<file path="config.mk">
export PLATFORM = sky130hd
export DESIGN_NAME = rtc_alarm_interrupt
export DESIGN_NICKNAME = d
export VERILOG_FILES = /design/src/design/rtc_alarm_pkg.sv /design/src/design/rtc_alarm_interrupt.sv
export SDC_FILE = /design/constraint.sdc
export NUM_CORES = 1
export LEC_CHECK = 0
export CAP_MARGIN = 20
export CORE_MARGIN = 2
export CORE_UTILIZATION = 58
export CTS_CLUSTER_SIZE = 20
export DETAILED_ROUTE_END_ITERATION = 6
export DONT_BUFFER_PORTS = 1
export PLACE_DENSITY = 0.73
export SLEW_MARGIN = 20
export SYNTH_ARGS = -nofsm -noshare
export SYNTH_HDL_FRONTEND = slang
export SYNTH_SLANG_ARGS = --single-unit
</file>
<file path="constraint.sdc">
create_clock -name core_clk -period 2.64 [get_ports core_clk]
set_clock_uncertainty 0.15 [all_clocks]
set_input_delay 0.528 -clock core_clk [delete_from_list [all_inputs] [get_ports core_clk]]
set_output_delay 0.528 -clock core_clk [all_outputs]
set_load 0.005 [all_outputs]
</file>
<file path="src/design/rtc_alarm_pkg.sv">
// constants, register map and types of the alarm and update interrupt block
// ============================================================
package rtc_alarm_pkg;

	// ============================================================
	// timing
	localparam int CLK_FREQ_HZ = 100_000_000;
	localparam int SECOND_S = 1;
	localparam int SECOND_CYCLES = SECOND_S * CLK_FREQ_HZ;
	localparam real IRQ_PULSE_MS = 7.8;
	// longest time, so rounded down
	localparam int IRQ_PULSE_CYCLES =
		int'($floor(IRQ_PULSE_MS * CLK_FREQ_HZ / 1000.0));

	// ============================================================
	// register indices (byte address is four times the index)
	localparam logic [5:0] IDX_SECOND = 6'h00;
	localparam logic [5:0] IDX_MINUTE = 6'h01;
	localparam logic [5:0] IDX_HOUR = 6'h02;
	localparam logic [5:0] IDX_WEEKDAY = 6'h03;
	localparam logic [5:0] IDX_DATE = 6'h04;
	localparam logic [5:0] IDX_ALARM_MINUTE = 6'h08;
	localparam logic [5:0] IDX_ALARM_HOUR = 6'h09;
	localparam logic [5:0] IDX_ALARM_DAY = 6'h0A;
	localparam logic [5:0] IDX_EXTENSION = 6'h0D;
	localparam logic [5:0] IDX_FLAGS = 6'h0E;
	localparam logic [5:0] IDX_CONTROL = 6'h0F;
	localparam logic [5:0] IDX_LINE_STATUS = 6'h10;

	// ============================================================
	// field positions
	localparam int EXT_TARGET_BIT = 6;
	localparam int EXT_UPDSEL_BIT = 5;
	localparam int FLAG_UPDATE_BIT = 5;
	localparam int FLAG_ALARM_BIT = 3;
	localparam int CTRL_UIE_BIT = 5;
	localparam int CTRL_AIE_BIT = 3;
	localparam int CTRL_RESET_BIT = 0;
	localparam int ALARM_MASK_BIT = 7;

	// ============================================================
	// readable bit masks; zero bits are write-protected
	localparam logic [7:0] SECOND_MASK = 8'h7F;
	localparam logic [7:0] MINUTE_MASK = 8'h7F;
	localparam logic [7:0] HOUR_MASK = 8'h3F;
	localparam logic [7:0] WEEKDAY_MASK = 8'h7F;
	localparam logic [7:0] DATE_MASK = 8'h3F;
	localparam logic [7:0] CONTROL_MASK = 8'hF9;

	// ============================================================
	// calendar limits and reset values
	localparam logic [7:0] SEC_LAST = 8'h59;
	localparam logic [7:0] MIN_LAST = 8'h59;
	localparam logic [7:0] HOUR_LAST = 8'h23;
	localparam logic [7:0] DATE_FIRST = 8'h01;
	localparam logic [7:0] DATE_LAST = 8'h31;
	localparam logic [7:0] WEEKDAY_FIRST = 8'h01;
	localparam logic [7:0] WEEKDAY_LAST = 8'h40;
	localparam logic [7:0] BYTE_ZERO = 8'h00;
	localparam logic [3:0] BCD_NINE = 4'h9;
	localparam logic [23:0] PAD_ZERO = 24'h000000;

	typedef struct packed {
		logic [7:0] second;
		logic [7:0] minute;
		logic [7:0] hour;
		logic [7:0] weekday;
		logic [7:0] date;
	} calendar_type;

	typedef struct packed {
		logic [7:0] minute;
		logic [7:0] hour;
		logic [7:0] day;
	} alarm_type;

endpackage

</file>
<file path="src/design/rtc_alarm_interrupt.sv">
// alarm and time update interrupt logic with avalon-mm register slave
//
// The Avalon-MM interface to the registers is this design's own decision.
`timescale 1ns/1ns
`default_nettype none
module rtc_alarm_interrupt
	import rtc_alarm_pkg::*;
#(
	parameter int unsigned SECOND_TICKS = SECOND_CYCLES,
	parameter int unsigned PULSE_CYCLES = IRQ_PULSE_CYCLES
) (
	input wire logic core_clk,
	input wire logic rst_n,
	input wire logic [7:0] address,
	input wire logic read,
	input wire logic write,
	input wire logic [31:0] writedata,
	input wire logic [3:0] byteenable,
	output var logic [31:0] readdata,
	output logic waitrequest,
	input wire logic irq_in,
	output logic irq_out,
	output logic irq_oe_n
);

	localparam int PW = $clog2(SECOND_TICKS);
	localparam int CW = $clog2(PULSE_CYCLES + 1);

	// ============================================================
	// bus slave
	logic ack_reg;
	logic [31:0] readdata_reg;
	logic [7:0] read_byte;
	logic [5:0] idx;
	logic wr_fire;

	calendar_type cal_reg;
	alarm_type alarm_reg;
	logic [7:0] ext_reg;
	logic [7:0] ctrl_reg;
	logic af_reg;
	logic uf_reg;
	logic irq_sync1_reg;
	logic irq_sync2_reg;

	assign idx = address[7:2];
	// one wait state: read data is fetched in the first cycle
	assign waitrequest = (read | write) & ~ack_reg;
	assign wr_fire = write & ack_reg & byteenable[0];
	assign readdata = readdata_reg;

	always_ff @(posedge core_clk or negedge rst_n) begin
		if (!rst_n) begin
			ack_reg <= 1'b0;
		end else begin
			ack_reg <= (read | write) & ~ack_reg;
		end
	end

	always_comb begin
		read_byte = BYTE_ZERO;
		case (idx)
			IDX_SECOND: read_byte = cal_reg.second & SECOND_MASK;
			IDX_MINUTE: read_byte = cal_reg.minute & MINUTE_MASK;
			IDX_HOUR: read_byte = cal_reg.hour & HOUR_MASK;
			IDX_WEEKDAY: read_byte = cal_reg.weekday & WEEKDAY_MASK;
			IDX_DATE: read_byte = cal_reg.date & DATE_MASK;
			IDX_ALARM_MINUTE: read_byte = alarm_reg.minute;
			IDX_ALARM_HOUR: read_byte = alarm_reg.hour;
			IDX_ALARM_DAY: read_byte = alarm_reg.day;
			IDX_EXTENSION: read_byte = ext_reg;
			IDX_FLAGS: begin
				read_byte[FLAG_UPDATE_BIT] = uf_reg;
				read_byte[FLAG_ALARM_BIT] = af_reg;
			end
			IDX_CONTROL: read_byte = ctrl_reg & CONTROL_MASK;
			IDX_LINE_STATUS: read_byte[0] = irq_sync2_reg;
			default: read_byte = BYTE_ZERO;
		endcase
	end

	always_ff @(posedge core_clk or negedge rst_n) begin
		if (!rst_n) begin
			readdata_reg <= 32'h00000000;
		end else if (read && !ack_reg) begin
			readdata_reg <= {PAD_ZERO, read_byte};
		end
	end

	// ============================================================
	// time base and calendar counters
	logic [PW-1:0] presc_reg;
	logic sec_tick;
	logic min_tick;
	logic hour_tick;
	logic day_tick;
	logic reset_bit;

	assign reset_bit = ctrl_reg[CTRL_RESET_BIT];
	assign sec_tick = (presc_reg == PW'(SECOND_TICKS - 1)) & ~reset_bit;
	assign min_tick = sec_tick & (cal_reg.second == SEC_LAST);
	assign hour_tick = min_tick & (cal_reg.minute == MIN_LAST);
	assign day_tick = hour_tick & (cal_reg.hour == HOUR_LAST);

	function automatic logic [7:0] bcd_next(input logic [7:0] v,
		input logic [7:0] last, input logic [7:0] first);
		if (v == last) begin
			return first;
		end else if (v[3:0] == BCD_NINE) begin
			return {v[7:4] + 4'h1, 4'h0};
		end else begin
			return v + 8'h01;
		end
	endfunction

	// sub-second phase held at zero while the reset bit is set
	always_ff @(posedge core_clk or negedge rst_n) begin
		if (!rst_n) begin
			presc_reg <= '0;
		end else if (reset_bit || sec_tick) begin
			presc_reg <= '0;
		end else begin
			presc_reg <= PW'(presc_reg + 1'b1);
		end
	end

	// software writes win over a tick in the same cycle
	always_ff @(posedge core_clk or negedge rst_n) begin
		if (!rst_n) begin
			cal_reg.second <= BYTE_ZERO;
			cal_reg.minute <= BYTE_ZERO;
			cal_reg.hour <= BYTE_ZERO;
			cal_reg.weekday <= WEEKDAY_FIRST;
			cal_reg.date <= DATE_FIRST;
		end else begin
			if (wr_fire && idx == IDX_SECOND) begin
				cal_reg.second <= writedata[7:0] & SECOND_MASK;
			end else if (sec_tick) begin
				cal_reg.second <= bcd_next(cal_reg.second, SEC_LAST, BYTE_ZERO);
			end
			if (wr_fire && idx == IDX_MINUTE) begin
				cal_reg.minute <= writedata[7:0] & MINUTE_MASK;
			end else if (min_tick) begin
				cal_reg.minute <= bcd_next(cal_reg.minute, MIN_LAST, BYTE_ZERO);
			end
			if (wr_fire && idx == IDX_HOUR) begin
				cal_reg.hour <= writedata[7:0] & HOUR_MASK;
			end else if (hour_tick) begin
				cal_reg.hour <= bcd_next(cal_reg.hour, HOUR_LAST, BYTE_ZERO);
			end
			if (wr_fire && idx == IDX_WEEKDAY) begin
				cal_reg.weekday <= writedata[7:0] & WEEKDAY_MASK;
			end else if (day_tick) begin
				cal_reg.weekday <= (cal_reg.weekday == WEEKDAY_LAST) ?
					WEEKDAY_FIRST : {cal_reg.weekday[6:0], 1'b0};
			end
			// month length not modelled: date wraps after 31
			if (wr_fire && idx == IDX_DATE) begin
				cal_reg.date <= writedata[7:0] & DATE_MASK;
			end else if (day_tick) begin
				cal_reg.date <= bcd_next(cal_reg.date, DATE_LAST, DATE_FIRST);
			end
		end
	end

	// ============================================================
	// configuration registers
	always_ff @(posedge core_clk or negedge rst_n) begin
		if (!rst_n) begin
			alarm_reg <= '0;
		end else if (wr_fire) begin
			// full bytes kept: spare bits are plain storage
			case (idx)
				IDX_ALARM_MINUTE: alarm_reg.minute <= writedata[7:0];
				IDX_ALARM_HOUR: alarm_reg.hour <= writedata[7:0];
				IDX_ALARM_DAY: alarm_reg.day <= writedata[7:0];
				default: alarm_reg <= alarm_reg;
			endcase
		end
	end

	always_ff @(posedge core_clk or negedge rst_n) begin
		if (!rst_n) begin
			ext_reg <= BYTE_ZERO;
		end else if (wr_fire && idx == IDX_EXTENSION) begin
			ext_reg <= writedata[7:0];
		end
	end

	always_ff @(posedge core_clk or negedge rst_n) begin
		if (!rst_n) begin
			ctrl_reg <= BYTE_ZERO;
		end else if (wr_fire && idx == IDX_CONTROL) begin
			ctrl_reg <= writedata[7:0] & CONTROL_MASK;
		end
	end

	// ============================================================
	// alarm comparison
	logic minute_adv_reg;
	logic min_hit;
	logic hour_hit;
	logic day_hit;
	logic alarm_match;
	logic alarm_event;
	logic all_masked;

	// only counted advances arm the compare, never a register write
	always_ff @(posedge core_clk or negedge rst_n) begin
		if (!rst_n) begin
			minute_adv_reg <= 1'b0;
		end else begin
			minute_adv_reg <= min_tick;
		end
	end

	assign min_hit = alarm_reg.minute[ALARM_MASK_BIT] |
		(alarm_reg.minute[6:0] == cal_reg.minute[6:0]);
	assign hour_hit = alarm_reg.hour[ALARM_MASK_BIT] |
		(alarm_reg.hour[5:0] == cal_reg.hour[5:0]);
	assign day_hit = alarm_reg.day[ALARM_MASK_BIT] |
		(ext_reg[EXT_TARGET_BIT] ?
		(alarm_reg.day[5:0] == cal_reg.date[5:0]) :
		(|(alarm_reg.day[6:0] & cal_reg.weekday[6:0])));
	assign alarm_match = min_hit & hour_hit & day_hit;
	assign all_masked = alarm_reg.minute[ALARM_MASK_BIT] &
		alarm_reg.hour[ALARM_MASK_BIT] & alarm_reg.day[ALARM_MASK_BIT];
	assign alarm_event = minute_adv_reg & alarm_match & ~reset_bit;

	// ============================================================
	// event flags; a set in the clearing cycle wins
	logic af_clear;
	logic uf_clear;
	logic update_event;

	assign af_clear = wr_fire & (idx == IDX_FLAGS) & ~writedata[FLAG_ALARM_BIT];
	assign uf_clear = wr_fire & (idx == IDX_FLAGS) & ~writedata[FLAG_UPDATE_BIT];
	assign update_event = (ext_reg[EXT_UPDSEL_BIT] ? min_tick : sec_tick) &
		~reset_bit;

	always_ff @(posedge core_clk or negedge rst_n) begin
		if (!rst_n) begin
			af_reg <= 1'b0;
		end else if (alarm_event) begin
			af_reg <= 1'b1;
		end else if (af_clear) begin
			af_reg <= 1'b0;
		end
	end

	always_ff @(posedge core_clk or negedge rst_n) begin
		if (!rst_n) begin
			uf_reg <= 1'b0;
		end else if (update_event) begin
			uf_reg <= 1'b1;
		end else if (uf_clear) begin
			uf_reg <= 1'b0;
		end
	end

	// ============================================================
	// update pulse and shared line
	logic update_low_reg;
	logic [CW-1:0] update_cnt_reg;
	logic update_irq_enable;
	logic alarm_irq_enable;
	logic update_req;
	logic alarm_req;
	logic line_req;
	logic irq_oe_n_reg;

	assign update_irq_enable = ctrl_reg[CTRL_UIE_BIT];
	assign alarm_irq_enable = ctrl_reg[CTRL_AIE_BIT];

	always_ff @(posedge core_clk or negedge rst_n) begin
		if (!rst_n) begin
			update_low_reg <= 1'b0;
			update_cnt_reg <= '0;
		end else if (update_event && update_irq_enable) begin
			update_low_reg <= 1'b1;
			update_cnt_reg <= '0;
		end else if (update_low_reg &&
			(update_cnt_reg == CW'(PULSE_CYCLES - 1) || !update_irq_enable)) begin
			update_low_reg <= 1'b0;
		end else if (update_low_reg) begin
			update_cnt_reg <= CW'(update_cnt_reg + 1'b1);
		end
	end

	assign update_req = update_low_reg & update_irq_enable;
	assign alarm_req = af_reg & alarm_irq_enable;
	assign line_req = update_req | alarm_req;

	always_ff @(posedge core_clk or negedge rst_n) begin
		if (!rst_n) begin
			irq_oe_n_reg <= 1'b1;
		end else begin
			irq_oe_n_reg <= ~line_req;
		end
	end

	// line level readback; first stage feeds only the second
	always_ff @(posedge core_clk or negedge rst_n) begin
		if (!rst_n) begin
			irq_sync1_reg <= 1'b1;
			irq_sync2_reg <= 1'b1;
		end else begin
			irq_sync1_reg <= irq_in;
			irq_sync2_reg <= irq_sync1_reg;
		end
	end

	assign irq_out = 1'b0;
	assign irq_oe_n = irq_oe_n_reg;
endmodule
`default_nettype wire

</file>
==> results by group <==
Synth
  – Post-synth top flop: dfrtp_1
  – Cell variety after synth: 74
  – Syn. warnings: 0
  – Asr flop ratio synth: 100%
  – Synth area leaders: dfrtp_1 (40%), mux2_2 (5.7%), nor2_1 (3.8%)
  – Cells after Synth: 912
  – Number of synthesized register bits: 141
  – Count leader, synth: dfrtp_1
  – Post-synth EDFFs: 0
  – Mapped Area: 8490 µm²
  – Share of the synthesized area in the top cell type: 40.1%
  – Top post-synthesis cells by count: dfrtp_1 (136), nor2_1 (86), nand2_1 (84), clkbuf_1 (50), mux2_2 (43)
  – Synth area leader: dfrtp_1
  – Mapped Avg Cell Area: 9.30 µm²
  – Post-synthesis sequential area ratio: 41.7%

STA
  – RSZ-0062 raised after global routing: true
  – Final setup margin: -0.0105 ns
  – Highest Clock Rate: 377 MHz
  – Worst Tran Pin Value: 0.602 ns
  – Final Max Slew Viols: 0
  – Slew HR: 59.8%
  – Final Hold Violating Endpoints: 141
  – WHS: -0.365 ns
  – Setup Viol. Count Final: 1
  – Period minus WS final: 2.65 ns
  – Period utilization: 100%

GRT
  – Vias in the first global route: 6993
  – Grt total ovfl: 0
  – Initial antenna violation count: 0
  – Global-route wire length before repair: 36500 µm
  – GRT Resource Usage Total: 29.4%
  – Largest net degree at the start of global routing: 142

CTS
  – Clk pin slew, worst setup/hold paths: 0.07 ns
  – Clock Latency Late Sink: 0.44 ns
  – Clock sink count: 141
  – CTS Root Cell: clkbuf_16
  – # Post-CTS Setup Buffers: 0
  – Clk buf depth: 2
  – CTS tree: built
  – CTS Buf Count: 17
  – H-Tree Depth: 4
  – Post-CTS Hold Fix Bufs: 1

Power
  – Internal power: 3.77 mW
  – Seq pwr share: 45.9%
  – Switch share: 28.0%
  – Clock power share: 44.7%
  – Static Leak: 4.14 nW
  – Combinational fraction of design power: 9.4%
  – NetSw: 1.47 mW
  – Peak VDD IR: 0.000505 V
  – Pwr Density: 560 nW/µm²

Floorplan
  – Starting Density: 58.8%
  – Num rows: 44
  – Die Width: 125 µm
  – Total I/O pin count: 84
  – Die area: 15600 µm²
  – DIE HEIGHT: 125 µm
  – CORE AREA: 14400 µm²

Cells and area
  – Area grow syn2layout: 10.4%
  – Max reg flops: 40
  – Layout Nets: 983
  – Core Util, Final: 64.9%
  – Share of cells above drive strength 1: 15.8%
  – N_diodes: 0
  – Fillers: 1133

Detailed routing
  – DR DRC count: 0
  – DRT iter0 DRCs: 723
  – WL final: 22500 µm
  – DRT antenna net count: 0
  – 1st-pass router iterations: 6
  – Total number of vias: 7065
  – Post-DR vias/cell: 6.33
  – Drt wl/cell: 20.2 µm

Setup path
  – Crit Path Class: flip-flop to flip-flop
  – Worst Path Max Fanout: 7
  – Element type at the critical path end: flip-flop
  – Startpoint types: flip-flop
  – Arr. time, crit path: 2.87 ns
  – WP data required: 2.86 ns

Placement
  – Post-DP HPWL: 15300 µm
  – Port bufs: 0
  – Routability cong.: 0.950

Run status
  – Status: finished with violations
  – Failing checks: negative hold slack, negative setup slack

Hold path
  – Min-Delay Path Class: primary input to async pin

Run
  – Maxcap violations: 0
[routing by layer]
layer | global-route usage (%) | wire length (µm) | share of wire [%] | up-vias
li1 | - | - | - | 3218
met1 | 39.2 | 9420 | 42 | 3467
met2 | 46.5 | 10700 | 47 | 300
met3 | 7.15 | 1580 | 7.0 | 80
met4 | 12.2 | 826 | 3.7 | 0
met5 | 0 | 0 | 0 | -
[critical path: stages (launching register included)]
cell and delay (ns):
dfrtp_1 0.37, inv_1 0.06, ha_2 0.17, or3b_4 0.39
or4_4 0.43, or3_4 0.45, or4_4 0.43, a21oi_2 0.13
[cell families after synthesis]
group | count (synthesis) | share of synthesized area, %
simple gates | 371 | 23.0
mux | 70 | 9.33
flops | 141 | 41.7
buf+inv | 102 | 5.78
fa+ha+maj | 15 | 2.21
compound gates | 147 | 11.2
other cells | 1 | 0.0442
xor+xnor | 65 | 6.71
[power groups by stage]
stage | clock network [mW] | registers, mW | logic, mW
2_1_floorplan | 0 | 2.41 | 0.418
3_3_place_gp | 0 | 2.43 | 0.457
3_5_place_dp | 0 | 2.44 | 0.479
4_1_cts | 2.35 | 2.40 | 0.489
5_1_grt | 2.45 | 2.42 | 0.552
6_report | 2.34 | 2.41 | 0.494
[stage by stage]
stage,area [µm²],instances,setup slack [ns],setup TNS [ns],power (mW)
5_1_grt,9370,1116,-0.0781,-0.0837,5.43
6_report,9370,1116,-0.0105,-0.0105,5.24
4_1_cts,9340,1116,0.0174,0,5.25
2_1_floorplan,8590,936,-0.00665,-0.00665,2.83
3_5_place_dp,8760,1083,-0.0864,-0.141,2.92
3_3_place_gp,8760,1083,-0.0197,-0.0197,2.89
[layout make-up]
cell class	count	area, µm²	area share (%)
Tap cell	184	230	2.46
Timing Repair Buffer	48	375	4.01
Clock buffer	17	425	4.54
Sequential cell	141	3530	37.7
Inverter	18	67.6	0.721
Multi-Input combinational cell	693	4590	49.0
Clock inverter	15	143	1.52
[path summary, 6_finish.rpt]
| kind | endpoint | cells past startpoint | slack [ns] | start |
|---|---|---|---|---|
| worst min-delay path | cal_reg[6]$_DFFE_PN0P_ | 0 | -0.37 | rst_n |
| worst max register to register | cal_reg[22]$_DFFE_PN0P_ | 7 | -0.01 | cal_reg[37]$_DFFE_PN0P_ |
| min in group core_clk | cal_reg[10]$_DFFE_PN0P_ | 2 | 0.05 | writedata[2] |
| worst max-delay path | cal_reg[22]$_DFFE_PN0P_ | 7 | -0.01 | cal_reg[37]$_DFFE_PN0P_ |
| worst min register to register | irq_sync2_reg$_DFF_PN1_ | 0 | 0.21 | irq_sync1_reg$_DFF_PN1_ |
| max in group asynchronous | irq_oe_n$_DFF_PN1_ | 0 | 2.45 | rst_n |
[layout by cell type (no fill, tap or decap), drive strengths merged, types with 27 or more instances in the layout]
cell type  synthesis  layout
dfrtp            136     136
nor2              86      86
nand2             84      84
buf               34      47
mux2              43      43
o21ai             36      36
nand3             35      35
xnor2             35      35
a21oi             31      31
xor2              30      30
inv               17      27
[what timing repair did]
action,4_1_cts,5_1_grt
resized for setup,1,7
pin swaps,1,2
endpoints found under the hold margin,142,141
endpoints found under the setup margin,3,5
No activity file was read; power rests on OpenSTA's default activity.
